===== src/core/mlb_map.svh =====
// Constant map for the multiplexed local bus interface
`ifndef MLB_MAP_SVH
`define MLB_MAP_SVH
`define MLB_ADDR_W 20
`define MLB_LO_HI 7
`define MLB_MID_LO 8
`define MLB_MID_HI 15
`define MLB_TOP_LO 16
`define MLB_TOP_HI 19
`define MLB_SEG_ALT 2'h0
`define MLB_SEG_STACK 2'h1
`define MLB_SEG_CODE 2'h2
`define MLB_SEG_DATA 2'h3
`define MLB_NMI_TYPE 8'h02
`define MLB_RESET_CLOCKS 3'h4
`endif


===== src/core/mlb_pkg.sv =====
// Types for the multiplexed local bus interface
package mlb_pkg;
    typedef enum logic [1:0] {
        MLB_CYC_READ,
        MLB_CYC_WRITE,
        MLB_CYC_IACK
    } mlb_cyc_t;
    typedef enum logic [2:0] {
        MLB_TI,
        MLB_T1,
        MLB_T2,
        MLB_T3,
        MLB_TW,
        MLB_T4,
        MLB_THOLD
    } mlb_state_t;
endpackage : mlb_pkg


===== src/core/mlb_sync2.sv =====
// Two flip-flop synchroniser for a single level
module mlb_sync2 (
    input wire logic clk,
    input wire logic rst,
    input wire logic d,
    output logic q
);
    logic meta_reg;
    logic q_reg;
    always_ff @(posedge clk or posedge rst) begin
        if (rst) begin
            meta_reg <= 1'b0;
            q_reg <= 1'b0;
        end else begin
            meta_reg <= d;
            q_reg <= meta_reg;
        end
    end
    assign q = q_reg;
endmodule : mlb_sync2


===== src/core/mlb_bus_if.sv =====
// Bus cycle sequencer, strobes, hold handover and input sampling
// Summary of operation
// - Low mux lines carry address in T1, data after; float in int-ack and hold.
// - Address bits 8-15 valid whole cycle; float in int-ack and hold.
// - Top lines: address (zero for I/O) in T1, status later; float in hold.
// - Spare status always low; next bit mirrors interrupt enable each clock.
// - Segment status: 00 alternate, 01 stack, 10 code/none, 11 data.
// - Read strobe low T2, T3, Tw of reads; floats in hold.
// - Ready low inserts wait states; ready high ends the transfer.
// - Maskable request synchronised, sampled at instruction end, gated by enable.
// - Synchronised rising edge on nmi raises a type 2 interrupt, unmaskable.
// - Test input synchronised; wait-for-test proceeds when low, idles when high.
// - Reset held four clocks; synchronised; stops activity; restarts at release.
// - Strap high selects minimum mode with strobes driven here.
// - Space select high for I/O and int-ack, valid from T1 to final T4; floats in hold.
// - Write strobe low T2, T3, Tw of writes; floats in hold.
// - Interrupt acknowledge strobe low in T2, T3, Tw of ack cycles.
// - Address latch strobe high in T1; never floated.
// - Transceiver direction high transmit, low receive; floats in hold.
// - Transceiver enable low for accesses, from T2 to T4; floats in hold.
// - Hold high gets grant at a T4 or Ti edge, bus floats then.
// - Hold low drops grant; bus driven again at next needed cycle.
`include "mlb_map.svh"
module mlb_bus_if
    import mlb_pkg::*;
#(
    parameter int ADDR_W = `MLB_ADDR_W
) (
    input wire logic clk,
    input wire logic rst,
    input wire logic min_max_strap,
    input wire logic req_valid,
    input wire mlb_pkg::mlb_cyc_t req_kind,
    input wire logic req_io,
    input wire logic [ADDR_W-1:0] req_addr,
    input wire logic [7:0] req_wdata,
    input wire logic [1:0] req_segment,
    input wire logic int_enable,
    input wire logic instr_last,
    input wire logic wait_for_test,
    input wire logic ready,
    input wire logic hold,
    input wire logic maskable_irq,
    input wire logic nmi,
    input wire logic test_n,
    input wire logic [7:0] mux_addr_data_in,
    output logic req_ready,
    output logic rsp_valid,
    output logic [7:0] rsp_rdata,
    output logic irq_take,
    output logic nmi_take,
    output logic [7:0] nmi_type,
    output logic test_stall,
    output logic cpu_reset,
    output logic [7:0] mux_addr_data,
    output logic mux_addr_data_oe,
    output logic [7:0] mid_address,
    output logic mid_address_oe,
    output logic [3:0] top_addr_status,
    output logic top_addr_status_oe,
    output logic io_select,
    output logic rd_strobe_n,
    output logic wr_strobe_n,
    output logic irq_ack_strobe_n,
    output logic ctrl_oe,
    output logic addr_latch,
    output logic xcvr_direction,
    output logic xcvr_enable_n,
    output logic bus_grant
);
    import mlb_pkg::*;

    // ------------------------------------------------------------
    // Input synchronisers
    // ------------------------------------------------------------
    logic irq_s;
    logic nmi_s;
    logic test_s;
    logic rst_s;
    logic strap_s;
    mlb_sync2 u_sync_irq (.clk(clk), .rst(rst), .d(maskable_irq), .q(irq_s));
    mlb_sync2 u_sync_nmi (.clk(clk), .rst(rst), .d(nmi), .q(nmi_s));
    mlb_sync2 u_sync_test (.clk(clk), .rst(rst), .d(test_n), .q(test_s));
    mlb_sync2 u_sync_strap (.clk(clk), .rst(rst), .d(min_max_strap), .q(strap_s));
    // Reset synchroniser: set asynchronously, release through two stages
    logic [1:0] rst_pipe_reg;
    always_ff @(posedge clk or posedge rst) begin
        if (rst) begin
            rst_pipe_reg <= 2'h3;
        end else begin
            rst_pipe_reg <= {rst_pipe_reg[0], 1'b0};
        end
    end
    assign rst_s = rst_pipe_reg[1];

    // ------------------------------------------------------------
    // Sequencer state
    // ------------------------------------------------------------
    mlb_state_t state_reg, state_next;
    mlb_cyc_t kind_reg, kind_next;
    logic io_reg, io_next;
    logic [ADDR_W-1:0] addr_reg, addr_next;
    logic [7:0] wdata_reg, wdata_next;
    logic [1:0] seg_reg, seg_next;
    logic [7:0] rdata_reg, rdata_next;
    logic rsp_reg, rsp_next;
    logic grant_reg, grant_next;
    logic nmi_prev_reg, nmi_prev_next;
    logic nmi_pend_reg, nmi_pend_next;
    logic irq_take_reg, irq_take_next;
    logic nmi_take_reg, nmi_take_next;
    logic stall_reg, stall_next;
    logic ie_reg, ie_next;
    logic minmode_reg, minmode_next;
    logic accept;
    logic nmi_rise;

    assign nmi_rise = nmi_s & ~nmi_prev_reg;
    assign accept = req_valid & ~hold & ~rst_s & minmode_reg
        & ((state_reg == MLB_TI) | (state_reg == MLB_T4) | (state_reg == MLB_THOLD));

    always_comb begin
        state_next = state_reg;
        kind_next = kind_reg;
        io_next = io_reg;
        addr_next = addr_reg;
        wdata_next = wdata_reg;
        seg_next = seg_reg;
        rdata_next = rdata_reg;
        rsp_next = 1'b0;
        grant_next = grant_reg;
        nmi_prev_next = nmi_s;
        nmi_pend_next = nmi_pend_reg | nmi_rise;
        irq_take_next = 1'b0;
        nmi_take_next = 1'b0;
        stall_next = wait_for_test & test_s;
        ie_next = int_enable;
        minmode_next = strap_s;
        if (instr_last) begin
            nmi_take_next = nmi_pend_reg | nmi_rise;
            nmi_pend_next = 1'b0;
            irq_take_next = irq_s & int_enable & ~(nmi_pend_reg | nmi_rise);
        end
        case (state_reg)
            MLB_TI, MLB_T4, MLB_THOLD: begin
                if (hold) begin
                    state_next = MLB_THOLD;
                    grant_next = 1'b1;
                end else if (accept) begin
                    state_next = MLB_T1;
                    grant_next = 1'b0;
                    kind_next = req_kind;
                    io_next = req_io;
                    addr_next = req_addr;
                    wdata_next = req_wdata;
                    seg_next = req_segment;
                end else if (state_reg == MLB_T4) begin
                    state_next = MLB_TI;
                end else if (state_reg == MLB_THOLD) begin
                    grant_next = 1'b0;
                end
            end
            MLB_T1: state_next = MLB_T2;
            MLB_T2: state_next = MLB_T3;
            MLB_T3, MLB_TW: begin
                if (ready) begin
                    state_next = MLB_T4;
                    rsp_next = 1'b1;
                    rdata_next = mux_addr_data_in;
                end else begin
                    state_next = MLB_TW;
                end
            end
            default: state_next = MLB_TI;
        endcase
        if (rst_s) begin
            state_next = MLB_TI;
            grant_next = 1'b0;
        end
    end

    always_ff @(posedge clk or posedge rst) begin
        if (rst) begin
            state_reg <= MLB_TI;
            kind_reg <= MLB_CYC_READ;
            io_reg <= 1'b0;
            addr_reg <= '0;
            wdata_reg <= 8'h00;
            seg_reg <= `MLB_SEG_CODE;
            rdata_reg <= 8'h00;
            rsp_reg <= 1'b0;
            grant_reg <= 1'b0;
            nmi_prev_reg <= 1'b0;
            nmi_pend_reg <= 1'b0;
            irq_take_reg <= 1'b0;
            nmi_take_reg <= 1'b0;
            stall_reg <= 1'b0;
            ie_reg <= 1'b0;
            minmode_reg <= 1'b0;
        end else begin
            state_reg <= state_next;
            kind_reg <= kind_next;
            io_reg <= io_next;
            addr_reg <= addr_next;
            wdata_reg <= wdata_next;
            seg_reg <= seg_next;
            rdata_reg <= rdata_next;
            rsp_reg <= rsp_next;
            grant_reg <= grant_next;
            nmi_prev_reg <= nmi_prev_next;
            nmi_pend_reg <= nmi_pend_next;
            irq_take_reg <= irq_take_next;
            nmi_take_reg <= nmi_take_next;
            stall_reg <= stall_next;
            ie_reg <= ie_next;
            minmode_reg <= minmode_next;
        end
    end

    // ------------------------------------------------------------
    // Pin outputs, registered from the next state
    // ------------------------------------------------------------
    logic [7:0] mad_next;
    logic mad_oe_next;
    logic [7:0] mid_next;
    logic mid_oe_next;
    logic [3:0] top_next;
    logic top_oe_next;
    logic rd_next;
    logic wr_next;
    logic ack_next;
    logic ale_next;
    logic dir_next;
    logic den_next;
    logic ctrl_oe_next;
    logic in_cycle;
    logic is_ack;
    logic active_t2_tw;
    logic [7:0] mad_reg;
    logic mad_oe_reg;
    logic [7:0] mid_reg;
    logic mid_oe_reg;
    logic [3:0] top_reg;
    logic top_oe_reg;
    logic rd_reg;
    logic wr_reg;
    logic ack_reg;
    logic ale_reg;
    logic dir_reg;
    logic den_reg;
    logic ctrl_oe_reg;
    logic iosel_reg;

    always_comb begin
        in_cycle = (state_next != MLB_TI) & (state_next != MLB_THOLD);
        is_ack = (kind_next == MLB_CYC_IACK);
        active_t2_tw = (state_next == MLB_T2) | (state_next == MLB_T3)
            | (state_next == MLB_TW);
        ctrl_oe_next = ~grant_next & (state_next != MLB_THOLD);
        mad_oe_next = in_cycle & ~grant_next & ~is_ack
            & ((state_next == MLB_T1) | (kind_next == MLB_CYC_WRITE));
        mad_next = (state_next == MLB_T1) ? addr_next[`MLB_LO_HI:0] : wdata_next;
        mid_oe_next = in_cycle & ~grant_next & ~is_ack;
        mid_next = addr_next[`MLB_MID_HI:`MLB_MID_LO];
        top_oe_next = ctrl_oe_next;
        if (state_next == MLB_T1) begin
            top_next = io_next ? 4'h0 : addr_next[`MLB_TOP_HI:`MLB_TOP_LO];
        end else begin
            top_next = {1'b0, ie_next, seg_next};
        end
        rd_next = ~(active_t2_tw & (kind_next == MLB_CYC_READ));
        wr_next = ~(active_t2_tw & (kind_next == MLB_CYC_WRITE));
        ack_next = ~(active_t2_tw & is_ack);
        ale_next = (state_next == MLB_T1);
        dir_next = (kind_next == MLB_CYC_WRITE);
        den_next = ~(active_t2_tw | (state_next == MLB_T4 & state_reg != MLB_T4));
    end

    always_ff @(posedge clk or posedge rst) begin
        if (rst) begin
            mad_reg <= 8'h00;
            mad_oe_reg <= 1'b0;
            mid_reg <= 8'h00;
            mid_oe_reg <= 1'b0;
            top_reg <= 4'h0;
            top_oe_reg <= 1'b0;
            rd_reg <= 1'b1;
            wr_reg <= 1'b1;
            ack_reg <= 1'b1;
            ale_reg <= 1'b0;
            dir_reg <= 1'b0;
            den_reg <= 1'b1;
            ctrl_oe_reg <= 1'b0;
            iosel_reg <= 1'b0;
        end else begin
            mad_reg <= mad_next;
            mad_oe_reg <= mad_oe_next;
            mid_reg <= mid_next;
            mid_oe_reg <= mid_oe_next;
            top_reg <= top_next;
            top_oe_reg <= top_oe_next;
            rd_reg <= rd_next;
            wr_reg <= wr_next;
            ack_reg <= ack_next;
            ale_reg <= ale_next;
            dir_reg <= dir_next;
            den_reg <= den_next;
            ctrl_oe_reg <= ctrl_oe_next;
            iosel_reg <= io_next | (kind_next == MLB_CYC_IACK);
        end
    end

    assign req_ready = accept;
    assign rsp_valid = rsp_reg;
    assign rsp_rdata = rdata_reg;
    assign irq_take = irq_take_reg;
    assign nmi_take = nmi_take_reg;
    assign nmi_type = `MLB_NMI_TYPE;
    assign test_stall = stall_reg;
    assign cpu_reset = rst_s;
    assign mux_addr_data = mad_reg;
    assign mux_addr_data_oe = mad_oe_reg;
    assign mid_address = mid_reg;
    assign mid_address_oe = mid_oe_reg;
    assign top_addr_status = top_reg;
    assign top_addr_status_oe = top_oe_reg;
    assign io_select = iosel_reg;
    assign rd_strobe_n = rd_reg;
    assign wr_strobe_n = wr_reg;
    assign irq_ack_strobe_n = ack_reg;
    assign ctrl_oe = ctrl_oe_reg;
    assign addr_latch = ale_reg;
    assign xcvr_direction = dir_reg;
    assign xcvr_enable_n = den_reg;
    assign bus_grant = grant_reg;
endmodule : mlb_bus_if


===== config.mk =====
export PLATFORM = sky130hd
export DESIGN_NAME = mlb_bus_if
export DESIGN_NICKNAME = d
export VERILOG_FILES = /design/src/core/mlb_pkg.sv /design/src/core/mlb_sync2.sv /design/src/core/mlb_bus_if.sv
export VERILOG_INCLUDE_DIRS = /design/src /design/src/core
export SDC_FILE = /design/constraint.sdc
export NUM_CORES = 1
export LEC_CHECK = 0
export ABC_AREA = 1
export BUFFER_PORTS_ARGS = -buffer_cell sky130_fd_sc_hd__buf_2
export CAP_MARGIN = 20
export CORE_MARGIN = 3
export CORE_UTILIZATION = 53
export CTS_CLUSTER_SIZE = 10
export DETAILED_ROUTE_END_ITERATION = 12
export GPL_ROUTABILITY_DRIVEN = 0
export PLACE_DENSITY = 0.81
export SYNTH_ARGS = -nofsm -noshare
export SYNTH_HDL_FRONTEND = slang
export SYNTH_HIERARCHICAL = 1
export SYNTH_SLANG_ARGS = --single-unit

===== constraint.sdc =====
create_clock -name clk -period 3.9 [get_ports clk]
set_input_delay 0.585 -clock clk [delete_from_list [all_inputs] [get_ports clk]]
set_output_delay 0.585 -clock clk [all_outputs]
set_load 0.005 [all_outputs]

==> reports/qor.yml <==
num_rows: 26
cp_data_required_time_ns: 3.31
worstPathCellList: "inv_1 > nand3_1 > nor2_2 > nand2_8 > inv_2 > buf_2"
clk_path_buf_depth: 2
final_nets: 457
coreArea_um2: 5300
timing.rr.start: "rst_pipe_reg[1]"
ios: 107
crit_path_max_fanout: 38
finClkSkew_ns: 0.00660
ys_ff_latch: 76
instances_no_fill: 479
overflow: 0
initial_core_util_pct: 56.9
cts_tree: "done"
slowest_stage: "inv_2"
netlist_instances: 311
drive_gt1_share_pct: 35.0
setup-violations-final: 0
peakVddDrop_v: 0.000400
slew_violations: 0
hold_violations: 0
drc: 0
setup_tns_ns: 0
reg2reg_slack_ns: 1.85
post-route-period-util_pct: 69.2
clk_latency_ns: 0.34
area.growth.synth_to_final_pct: 22.0
avgRoutedWirePerCell_um: 12.2
dpl.hpwl_um: 4180
grt_pass1_wl_um: 9360
cts_buffers: 9
port_buffers: 98
hold_class: "in -> async"
r2r_cells: 9
cp-end-kind: "output pin"
vias: 2174
root_buffer: "clkbuf_8"
clk_pin_slew_ns: 0.07
worstPathArrival_ns: 2.11
cts_max_level: 3
dp.cells: 462
total_power_mw: 2.62
ant_nets: 0
post-route-util_pct: 69.5
period_needed_ns: 2.70
clock.fmax_mhz: 371
vias_per_cell: 4.54
synth_area_um2: 3020
power_density_nw_per_um2: 712
slowest_delay_ns: 0.43
grt_antenna_before_repair: 0
maxCapViolCount: 0
crit_type: "reg -> out"
die_area_um2: 6640
cts_hold_buf: 0
track_usage_pct: 19.2
routed_wirelength_um: 5840
diodes: 0
ys_seq_area_share_pct: 63.3
cts_setup_buffers: 0
dr.pass1.iters: 4
synth_warnings: 6
die_h_um: 81.5
die_x_um: 81.5
leakagePower_nw: 2.11
cts_sinks: 76
worst_r2r_endpoint: "mux_addr_data_oe"
start_kind: "flip-flop"
fillers: 391
grt_pass1_vias: 2078
rsz0062_at_grt: "no"
synth_area_per_cell_um2: 9.71
status: "finished, final reports clean"
synthDistinctLibCells: 28
grt_max_degree: 51
cts.repair.resized: 0
drt_iter0_drc: 96
-- logic make-up (layout without fill, tap and decap cells) --
group | count (synthesis) | in the layout | share of synthesized area [%]
AND/OR/NAND/NOR | 140 | 140 | 20.1
flip-flops | 76 | 76 | 63.3
other | 2 | 9 | 0.249
AO/OA/AOI/OAI | 25 | 25 | 4.97
buffers and inverters | 68 | 159 | 11.4
-- power breakdown --
| group | internal [mW] | leakage [nW] | switching [mW] |
|---|---|---|---|
| Sequential | 1.07 | 0.928 | 0.108 |
| Clock | 0.377 | 0.107 | 0.271 |
| Combinational | 0.330 | 1.08 | 0.468 |
-- worst max-delay path, delay by kind of cell (launching register included) --
kind | cells | cell delay [ns]
buffers and inverters | 3 | 0.76
AND/OR/NAND/NOR | 3 | 0.62
flip-flops | 1 | 0.37
-- through the flow --
stage          cell area [um^2]  worst slack [ns]  hold slack, ns
2_1_floorplan              3050              1.62           0.326
3_3_place_gp               3450              1.47           0.332
3_5_place_dp               3450              1.38           0.346
4_1_cts                    3660              1.21           0.108
5_1_grt                    3680              1.02           0.105
6_report                   3680              1.20           0.126
-- metal layers --
metal / GRT usage (%) / share of wire, % / up-vias
li1: - / - / 1097
met1: 25.3 / 43 / 998
met2: 29.4 / 49 / 69
met3: 5.81 / 6.3 / 10
met4: 8.95 / 1.8 / 0
met5: 0 / 0 / -
-- cell type report --
cell class	instances	area, um^2	area share, %
clock buffers	12	145	3.94
clock inverters	4	72.6	1.97
inverters	43	161	4.38
multi-input cells	174	790	21.4
flip-flops and latches	76	1910	51.9
well taps	70	87.6	2.38
repair buffers	100	518	14.1
-- Yosys cell counts --
library cell  count  area (um^2)
o22ai_2           1         12.5
nor2_1           14         52.6
nand3_1          13         65.1
buf_6             2         22.5
a21oi_1           3         15.0
nand2_4           1         11.3
o21ai_1           3         15.0
dfrtp_1          69         1730
inv_1            38          143
or2_0             2         12.5
or2_1             2         12.5
a21oi_2           1         8.76
nor3_2            1         10.0
nor2_2            1         6.26
nand2_1          96          360
buf_4            19          143
conb_1            2         7.51
o21ai_2           3         26.3
inv_2             4         15.0
buf_2             3         15.0
nand2_2           8         50.1
o22ai_1           2         12.5
o21ai_0          12         60.1
nor3_1            1         5.00
clkinv_1          1         3.75
dfstp_2           7          184
clkbuf_1          1         3.75
nand2_8           1         20.0
-- how the worst max path moves through the flow --
stage / cells past startpoint / endpoint / slack (ns) / startpoint
after floorplan: 1 / addr_latch / 1.62 / rst
after CTS: 6 / req_ready / 1.21 / rst_pipe_reg[1]
final: 6 / req_ready / 1.20 / rst_pipe_reg[1]
after global routing: 6 / req_ready / 1.02 / rst_pipe_reg[1]
after detailed placement: 6 / req_ready / 1.38 / req_valid
after global placement: 6 / req_ready / 1.47 / req_valid
-- layout by cell type (no fill, tap or decap), types with 7 or more instances in the layout --
master / n
buf_2: 98
nand2_1: 96
dfrtp_1: 69
inv_1: 37
nor2_1: 14
nand3_1: 13
o21ai_0: 12
clkbuf_8: 10
conb_1: 9
nand2_2: 8
dfstp_2: 7
(Power assumes the default switching activity.)
